File: config.mk
export PLATFORM = sky130hd
export DESIGN_NAME = bus_response_target_ready
export DESIGN_NICKNAME = d
export VERILOG_FILES = /design/src/core/bus_resp_pkg.sv /design/src/core/bus_response_target_ready.sv /design/src/core/level_sync.sv
export SDC_FILE = /design/constraint.sdc
export NUM_CORES = 1
export LEC_CHECK = 0
export BUFFER_PORTS_ARGS = -buffer_cell sky130_fd_sc_hd__buf_2
export CAP_MARGIN = 20
export CORE_ASPECT_RATIO = 0.8
export CORE_MARGIN = 4
export CORE_UTILIZATION = 47
export DETAILED_ROUTE_END_ITERATION = 7
export PLACE_DENSITY = 0.81
export SLEW_MARGIN = 0
export SYNTH_ARGS = -nofsm -noshare
export SYNTH_HDL_FRONTEND = slang
export SYNTH_SLANG_ARGS = --single-unit
export TNS_END_PERCENT = 1
File: constraint.sdc
create_clock -name i_ref_clk -period 2.25 [get_ports i_ref_clk]
set_clock_uncertainty 0.15 [all_clocks]
set_input_delay 0.1125 -clock i_ref_clk [delete_from_list [all_inputs] [get_ports i_ref_clk]]
set_output_delay 0.1125 -clock i_ref_clk [all_outputs]
set_load 0.01 [all_outputs]
File: src/core/bus_resp_pkg.sv
// Shared constants, types and helpers for the response and target-ready block.
// Assumes all bus pins are sampled on the bus clock; pin levels are electrical (low = asserted).
package bus_resp_pkg;

   // Response status encodings, asserted sense
   localparam logic [2:0] RS_IDLE     = 3'h0;
   localparam logic [2:0] RS_RETRY    = 3'h1;
   localparam logic [2:0] RS_DEFER    = 3'h2;
   localparam logic [2:0] RS_RESERVED = 3'h3;
   localparam logic [2:0] RS_HARDFAIL = 3'h4;
   localparam logic [2:0] RS_NODATA   = 3'h5;
   localparam logic [2:0] RS_IWB      = 3'h6;
   localparam logic [2:0] RS_DATA     = 3'h7;

   // Special transaction codes for acknowledge cycles
   localparam logic [1:0] ACK_NONE    = 2'h0;
   localparam logic [1:0] ACK_SMI     = 2'h1;
   localparam logic [1:0] ACK_STOPCLK = 2'h2;

   // Depth of the input synchroniser
   localparam int unsigned SYNC_STAGES = 2;

   typedef struct packed {
      logic [2:0] status;
      logic       parity;
   } rsp_s;

   typedef enum logic [2:0] {
      ST_RUN,
      ST_SMI_SAVE,
      ST_SMI_ACK,
      ST_SMI_ENTER,
      ST_STOP_ACK,
      ST_STOPPED
   } agent_state_e;

   // Pin level of correct parity: high when the number of low lines is even
   function automatic logic parity_of(input logic [2:0] status);
      parity_of = ~(^status);
   endfunction

endpackage

File: src/core/bus_response_target_ready.sv
// Response phase, target-ready and mode-entry logic of one bus agent.
// Assumes pins are sampled on i_ref_clk; an outer pad ring resolves the *_oe_n pairs.
// What this block does
// [RL1] Drive response parity in the same clocks as the three response status lines.
// [RL2] Parity pin is high for an even count of low covered lines, else low.
// [RL3] Idle status 000 leaves parity undriven; it floats high and stays correct.
// [RL4] Check parity every clock; a mismatch is flagged as a protocol violation.
// [RL5] If enabled at configuration, a parity error drives the bus init error line.
// [RL6] Interrupt taken asynchronously: save state, enter mode, acknowledge, start handler.
// [RL7] Mark management-memory fetches in mode on line 4 in request clock two.
// [RL8] Split-lock flag only in clock two of a locked operation's first transaction.
// [RL9] Stop request: enter low power, acknowledge, gate all but bus and interrupt units.
// [RL10] While stopped keep snooping; on release restart clocks; bus clock never gated.
// [RL11] Stop request is asynchronous, but synchronous in redundancy-check mode.
// [RL12] Target-ready lets the initiator or snooper start write or write-back data.
// [RL13] A zero-length write moves no data after target-ready.
// [RL14] Full-line write with write-back: own write data transfer is optional.
// [RL15] Target asserts write target-ready only with data, buffer, spacing and queue top.
// [RL16] Write-back target-ready needs a write-back snoop, a line buffer and spacing.
// [RL17] With both transfers, target-ready drops at least one clock between them.
// [RL18] Target-ready may drop once seen with data-bus-busy inactive.
// [RL19] Target-ready drops are at least three clocks apart.
// [RL20] Target-ready may also drop on the response or before a separate write-back.
// [RL21] A response drives status nonzero for exactly one clock.
// [RL22] Status codes: retry, defer, reserved, failure, no data, write-back, data.
// [RL23] Parity is computed from the driven status so both leave in one clock.
module bus_response_target_ready
   import bus_resp_pkg::*;
(
   input  wire logic       i_ref_clk,
   input  wire logic       i_reset_n,
   // Response lines as seen on the bus (electrical levels)
   input  wire logic [2:0] i_response_status_n,
   input  wire logic       i_response_parity,
   input  wire logic       i_bus_init_enable,
   // Local response request (asserted-sense code, one cycle)
   input  wire logic       i_rsp_valid,
   input  wire logic [2:0] i_rsp_code,
   output logic [2:0]      o_response_status_n,
   output logic            o_response_status_oe_n,
   output logic            o_response_parity,
   output logic            o_response_parity_oe_n,
   output logic            o_protocol_error,
   output logic            o_bus_init_error_n,
   output logic            o_bus_init_error_oe_n,
   // Initiator side of the data handshake
   input  wire logic       i_target_ready_n,
   input  wire logic       i_data_bus_busy_n,
   input  wire logic       i_wr_pending,
   input  wire logic       i_wr_len_zero,
   input  wire logic       i_full_line_iwb,
   output logic            o_write_data_start,
   // Request phase attributes
   input  wire logic       i_req_second_clk,
   input  wire logic       i_fetch_mgmt_space,
   input  wire logic       i_lock_first,
   output logic            o_ext_function_line_4_n,
   output logic            o_ext_function_line_3_n,
   output logic            o_ext_function_oe_n,
   // Mode entry
   input  wire logic       i_system_mgmt_interrupt_n,
   input  wire logic       i_stop_clock_request_n,
   input  wire logic       i_redundancy_check_mode,
   input  wire logic       i_ack_done,
   input  wire logic       i_smm_resume,
   output logic [1:0]      o_ack_req,
   output logic            o_save_state,
   output logic            o_handler_start,
   output logic            o_system_management_mode,
   output logic            o_core_clock_gate
);

   agent_state_e state_q;
   rsp_s         drive_q;
   logic         driving_q;
   logic         smi_sync_n;
   logic         stop_sync_n;
   logic         stop_req;
   logic         smm_q;
   logic         seen_parity_err;
   logic [2:0]   obs_status;

   // Asynchronous pins are synchronised before use, except the stop request in redundancy-check mode
   level_sync #(.RESET_VALUE(1'b1)) u_smi_sync (
      .i_ref_clk (i_ref_clk),
      .i_reset_n (i_reset_n),
      .i_async   (i_system_mgmt_interrupt_n),
      .o_sync    (smi_sync_n)
   );

   level_sync #(.RESET_VALUE(1'b1)) u_stop_sync (
      .i_ref_clk (i_ref_clk),
      .i_reset_n (i_reset_n),
      .i_async   (i_stop_clock_request_n),
      .o_sync    (stop_sync_n)
   );

   assign stop_req = i_redundancy_check_mode ? ~i_stop_clock_request_n : ~stop_sync_n; // [RL11]

   // Response drive: one clock of status with its parity
   always_ff @(posedge i_ref_clk) begin
      if (!i_reset_n) begin
         drive_q   <= '{status: RS_IDLE, parity: 1'b1};
         driving_q <= 1'b0;
      end else if (i_rsp_valid && i_rsp_code != RS_IDLE && !driving_q) begin
         drive_q   <= '{status: i_rsp_code, parity: parity_of(i_rsp_code)}; // [RL22] [RL23]
         driving_q <= 1'b1;                                                // [RL21]
      end else begin
         drive_q   <= '{status: RS_IDLE, parity: 1'b1};
         driving_q <= 1'b0;                                                // [RL21]
      end
   end

   assign o_response_status_n    = ~drive_q.status;
   assign o_response_status_oe_n = ~driving_q;
   assign o_response_parity      = drive_q.parity;                         // [RL1] [RL2]
   assign o_response_parity_oe_n = ~driving_q;                             // [RL3]

   // Parity check on every clock
   assign obs_status      = ~i_response_status_n;
   assign seen_parity_err = i_response_parity != parity_of(obs_status);    // [RL4]

   always_ff @(posedge i_ref_clk) begin
      if (!i_reset_n) begin
         o_protocol_error      <= 1'b0;
         o_bus_init_error_n    <= 1'b1;
         o_bus_init_error_oe_n <= 1'b1;
      end else begin
         o_protocol_error      <= seen_parity_err;                         // [RL4]
         o_bus_init_error_n    <= 1'b0;
         o_bus_init_error_oe_n <= ~(seen_parity_err && i_bus_init_enable); // [RL5]
      end
   end

   // Initiator data start on target-ready with the data bus free
   always_ff @(posedge i_ref_clk) begin
      if (!i_reset_n) begin
         o_write_data_start <= 1'b0;
      end else begin
         o_write_data_start <= !i_target_ready_n && i_data_bus_busy_n     // [RL12] [RL18]
                               && i_wr_pending && !i_wr_len_zero          // [RL13]
                               && !i_full_line_iwb;                       // [RL14]
      end
   end

   // Request phase attribute flags
   always_ff @(posedge i_ref_clk) begin
      if (!i_reset_n) begin
         o_ext_function_line_4_n <= 1'b1;
         o_ext_function_line_3_n <= 1'b1;
         o_ext_function_oe_n     <= 1'b1;
      end else begin
         o_ext_function_line_4_n <= ~(i_req_second_clk && smm_q && i_fetch_mgmt_space); // [RL7]
         o_ext_function_line_3_n <= ~(i_req_second_clk && i_lock_first);                // [RL8]
         o_ext_function_oe_n     <= ~i_req_second_clk;
      end
   end

   // Mode entry sequencing
   always_ff @(posedge i_ref_clk) begin
      if (!i_reset_n) begin
         state_q <= ST_RUN;
      end else begin
         unique case (state_q)
            ST_RUN: begin
               if (!smi_sync_n && !smm_q) begin
                  state_q <= ST_SMI_SAVE;                                  // [RL6]
               end else if (stop_req) begin
                  state_q <= ST_STOP_ACK;                                  // [RL9]
               end
            end
            ST_SMI_SAVE:  state_q <= ST_SMI_ACK;
            ST_SMI_ACK: begin
               if (i_ack_done) begin
                  state_q <= ST_SMI_ENTER;
               end
            end
            ST_SMI_ENTER: state_q <= ST_RUN;
            ST_STOP_ACK: begin
               if (i_ack_done) begin
                  state_q <= ST_STOPPED;
               end
            end
            ST_STOPPED: begin
               if (!stop_req) begin
                  state_q <= ST_RUN;                                       // [RL10]
               end
            end
         endcase
      end
   end

   always_ff @(posedge i_ref_clk) begin
      if (!i_reset_n) begin
         smm_q <= 1'b0;
      end else if (state_q == ST_SMI_SAVE) begin
         smm_q <= 1'b1;                                                    // [RL6]
      end else if (i_smm_resume) begin
         smm_q <= 1'b0;
      end
   end

   always_ff @(posedge i_ref_clk) begin
      if (!i_reset_n) begin
         o_ack_req                <= ACK_NONE;
         o_save_state             <= 1'b0;
         o_handler_start          <= 1'b0;
         o_system_management_mode <= 1'b0;
         o_core_clock_gate        <= 1'b0;
      end else begin
         o_save_state             <= state_q == ST_RUN && !smi_sync_n && !smm_q; // [RL6]
         o_handler_start          <= state_q == ST_SMI_ACK && i_ack_done;       // [RL6]
         o_system_management_mode <= smm_q;
         // Only core units are gated; the bus and interrupt units keep running
         o_core_clock_gate        <= state_q == ST_STOPPED && stop_req;         // [RL9] [RL10]
         if (state_q == ST_SMI_ACK && !i_ack_done) begin
            o_ack_req <= ACK_SMI;                                              // [RL6]
         end else if (state_q == ST_STOP_ACK && !i_ack_done) begin
            o_ack_req <= ACK_STOPCLK;                                          // [RL9]
         end else begin
            o_ack_req <= ACK_NONE;
         end
      end
   end

   // Checks
   chk_resp_one_clock: assert property (@(posedge i_ref_clk) disable iff (!i_reset_n) // [RL21]
      !o_response_status_oe_n |=> o_response_status_oe_n)
      else $error("response held longer than one clock");
   chk_parity_with_status: assert property (@(posedge i_ref_clk) disable iff (!i_reset_n) // [RL1]
      o_response_parity_oe_n == o_response_status_oe_n)
      else $error("parity not driven with status");
   chk_parity_value: assert property (@(posedge i_ref_clk) disable iff (!i_reset_n) // [RL2]
      i_rsp_valid && i_rsp_code == RS_DATA && o_response_status_oe_n
      |=> !o_response_parity && o_response_status_n == 3'h0)
      else $error("wrong parity for data response");
   chk_idle_undriven: assert property (@(posedge i_ref_clk) disable iff (!i_reset_n) // [RL3]
      o_response_status_oe_n |-> o_response_parity && o_response_status_n == 3'h7)
      else $error("idle response lines not released high");
   chk_parity_error: assert property (@(posedge i_ref_clk) disable iff (!i_reset_n) // [RL4]
      (i_response_parity != ~(^(~i_response_status_n))) |=> o_protocol_error)
      else $error("parity error not flagged");
   chk_init_gate: assert property (@(posedge i_ref_clk) disable iff (!i_reset_n) // [RL5]
      !i_bus_init_enable |=> o_bus_init_error_oe_n)
      else $error("bus init error driven while disabled");
   chk_mgmt_flag: assert property (@(posedge i_ref_clk) disable iff (!i_reset_n) // [RL7]
      !o_ext_function_line_4_n |-> $past(i_req_second_clk) && $past(smm_q))
      else $error("management flag outside mode or clock two");
   chk_split_lock: assert property (@(posedge i_ref_clk) disable iff (!i_reset_n) // [RL8]
      !o_ext_function_line_3_n |-> $past(i_lock_first) && !o_ext_function_oe_n)
      else $error("split lock flag misplaced");
   chk_smi_sequence: assert property (@(posedge i_ref_clk) disable iff (!i_reset_n) // [RL6]
      o_save_state |=> ##[0:1] o_ack_req == ACK_SMI || $past(i_ack_done))
      else $error("no acknowledge after state save");
   chk_gate_release: assert property (@(posedge i_ref_clk) disable iff (!i_reset_n) // [RL10]
      o_core_clock_gate && !stop_req |=> !o_core_clock_gate)
      else $error("core clocks not restarted");
   chk_zero_len: assert property (@(posedge i_ref_clk) disable iff (!i_reset_n) // [RL13]
      i_wr_len_zero |=> !o_write_data_start)
      else $error("data started for zero length write");

   cov_response: cover property (@(posedge i_ref_clk) disable iff (!i_reset_n)
      !o_response_status_oe_n && o_response_status_n == 3'h1);
   cov_smi_entry: cover property (@(posedge i_ref_clk) disable iff (!i_reset_n)
      o_handler_start);
   cov_stop_clock: cover property (@(posedge i_ref_clk) disable iff (!i_reset_n)
      o_core_clock_gate ##1 !o_core_clock_gate);
   cov_write_start: cover property (@(posedge i_ref_clk) disable iff (!i_reset_n)
      o_write_data_start);

endmodule // bus_response_target_ready

File: src/core/level_sync.sv
// Two-stage synchroniser for one asynchronous level input.
// Assumes the reset is synchronous to the same clock.
module level_sync #(
   parameter logic RESET_VALUE = 1'b1
) (
   input  wire logic i_ref_clk,
   input  wire logic i_reset_n,
   input  wire logic i_async,
   output logic      o_sync
);
   logic meta_q;
   logic sync_q;

   always_ff @(posedge i_ref_clk) begin
      if (!i_reset_n) begin
         meta_q <= RESET_VALUE;
         sync_q <= RESET_VALUE;
      end else begin
         meta_q <= i_async;
         sync_q <= meta_q;
      end
   end

   assign o_sync = sync_q;
endmodule // level_sync

==> results.py <==
metrics = {
    "finish": {
        "multi_input_area_sq_um": 338,
        "antenna_cells": 0,
        "finalNonFillerCells": 179,
        "fill_cells": 122,
        "top_regs": "drive_q (3), state_q (3), o_ack_req (2)",
        "ff_latch_area_sq_um": 520,
        "syn_to_final_growth_pct": 51.5,
        "drive_above_1_share_pct": 31.0,
        "design_area_sq_um": 1400,
        "fin_nets": 181,
    },
    "routing": {
        "ant_nets": 0,
        "drt-pass1-iter-count": 4,
        "drt_first_iter_violations": 21,
        "drt-vias-per-instance": 4.84,
        "wl_met1_um": 889,
        "wl_met2_um": 1090,
        "wl_met3_um": 169,
        "vias": 867,
        "drc": 0,
        "top_layer_used": "met4",
        "wirelength_um": 2190,
        "wl_per_cell_um": 12.2,
    },
    "sta": {
        "worst_pin_slew_ns": 0.389,
        "fin_setup_tns_ns": 0,
        "finalMaxSlewViolations": 0,
        "final_hold_viol_count": 0,
        "setup_viol": 0,
        "slew_headroom_pct": 74.0,
        "max_freq_mhz": 531,
        "fin_crit_ns": 1.88,
        "fin_crit_sh_pct": 83.8,
        "rsz0062_at_grt": "false",
        "worst_slack_ns": 0.365,
    },
    "global_routing": {
        "grt_max_degree": 17,
        "antenna_found_initial": 0,
        "grt_pass1_wl_um": 3460,
        "grt_use_total_pct": 16.9,
        "grt.overflow.total": 0,
        "grt_pass1_vias": 787,
    },
    "placement": {
        "dp_slack_ns": 0.924,
        "place_congestion": 0.821,
        "dpl-instance-area_sq_um": 1130,
        "port_buffers": 42,
        "place_hpwl_um": 1400,
        "dp.cells": 152,
    },
    "clock_tree": {
        "ctsResizeCount": 0,
        "clock_sinks": 26,
        "cts_tree": "built",
        "insertion_delay_ns": 0.32,
        "root_buffer": "clkbuf_4",
        "htreeDepth": 1,
        "numCtsBuffers": 3,
        "post-cts-setup-buffers": 0,
        "clock_path_buffers": 2,
        "clkTransAtPathRegs_ns": 0.13,
        "postCtsHoldBufs": 23,
    },
    "floorplanning": {
        "ios": 43,
        "rows": 14,
        "core_area_sq_um": 1870,
        "dieHeight_um": 47.6,
        "start_util_pct": 49.3,
        "die_x_um": 57.6,
        "die_area_sq_um": 2740,
    },
    "setup_path": {
        "worstPathArrival_ns": 1.96,
        "end_kind": "flop",
        "critPathMaxFanout": 3,
        "start_kind": "primary input",
        "critPathKind": "in2reg",
        "worst_ep_required_time_ns": 2.32,
    },
    "synthesis": {
        "syn_inst": 90,
        "synth-edff-count": 0,
        "synthArstFlopShare_pct": 0,
        "yosys_warnings": 0,
        "synth-main-ff-cell": "dfxtp_1",
        "yosysMostFrequentCell": "dfxtp_1",
        "synth_nets": 115,
        "syn_area_sq_um": 923,
        "synth_top_area_cell": "dfxtp_1",
        "synth_commonest_cells": "dfxtp_1, inv_1, nand2_1, nor2_1",
        "synth_seq_cells": 26,
        "ys_seq_area_share_pct": 56.4,
        "synth.distinct_cells": 31,
        "avgSynthCellArea_sq_um": 10.3,
        "netlist_top_cells_area": "dfxtp_1, xnor2_1, inv_1, or2b_1, nor3_1",
        "synth_top_area_share_pct": 56.4,
    },
    "power": {
        "cellPowerDensity_nw_per_um2": 678,
        "p_total_uw": 948,
        "ir_drop_uv": 508,
        "leakage_nw": 0.618,
    },
    "min_path": {
        "min_path_type": "in2reg",
    },
    "flow_run": {
        "max_cap_violations": 0,
    },
    "run_status": {
        "status": "completed",
    },
}
[per-layer routing]
layer	vias to the layer above	global-route usage, %
met3	7	6.74
met4	0	5.09
met2	31	30.2
met1	399	19.2
li1	430	-
met5	-	0
[stage by stage]
stage          hold slack (ns)  util [%]
2_1_floorplan           0.0244         -
3_3_place_gp             0.127      60.4
3_5_place_dp             0.137      60.4
4_1_cts                 0.0545      74.6
5_1_grt                 0.0555      74.6
6_report                0.0593      74.6
[logic make-up (layout without fill, tap and decap cells)]
group	after synthesis	after routing	synth area share [%]
simple gates	33	33	20.6
flops	26	26	56.4
buf+inv	13	78	7.04
compound gates	10	10	7.86
xor+xnor	6	6	5.69
fa+ha+maj	1	1	1.35
mux	1	1	1.08
[cell usage in the layout, fill, tap and decap left out, drive strengths merged, types with 3 or more instances in the layout]
master,synthesis,routed
buf,4,42
dfxtp,26,26
dlygate4sd3,0,23
inv,9,9
nand2,5,5
nor2,5,5
xnor2,4,4
nor3,4,4
clkbuf,0,4
nand2b,3,3
or2b,3,3
o21ai,3,3
[worst max-delay path, cell delays in order]
cell and delay [ns]:
dlygate4sd3_1 0.55, buf_2 0.11, inv_1 0.05, ha_1 0.18
nor2b_1 0.15, nor3_1 0.19, nand2_1 0.07, dlygate4sd3_1 0.55
[power by group]
group	internal, mW	leakage (nW)	switching (mW)
Sequential	0.495	0.213	0.0385
Combinational	0.102	0.384	0.0852
Clock	0.0991	0.0210	0.128
[path summary, 6_finish.rpt]
kind | slack [ns] | cells past startpoint | end | start
worst min register to register | 0.27 | 1 | u_smi_sync.o_sync$_SDFF_PN1_ | u_smi_sync.meta_q$_SDFF_PN1_
worst min-delay path | 0.06 | 3 | o_core_clock_gate$_SDFF_PN0_ | i_redundancy_check_mode
worst max register to register | 0.77 | 2 | drive_q[1]$_SDFF_PN0_ | driving_q$_SDFF_PN0_
worst max-delay path | 0.37 | 8 | o_response_parity$_SDFF_PN1_ | i_rsp_code[0]
[layout make-up]
class                   instances  share of cell area, %
flip-flops and latches         26                   37.2
repair buffers                 65                   31.5
multi-input cells              51                   24.2
clock buffers                   4                   2.59
inverters                       9                   2.42
well taps                      24                   2.15
Note: power is estimated with default switching activity, not from simulation.
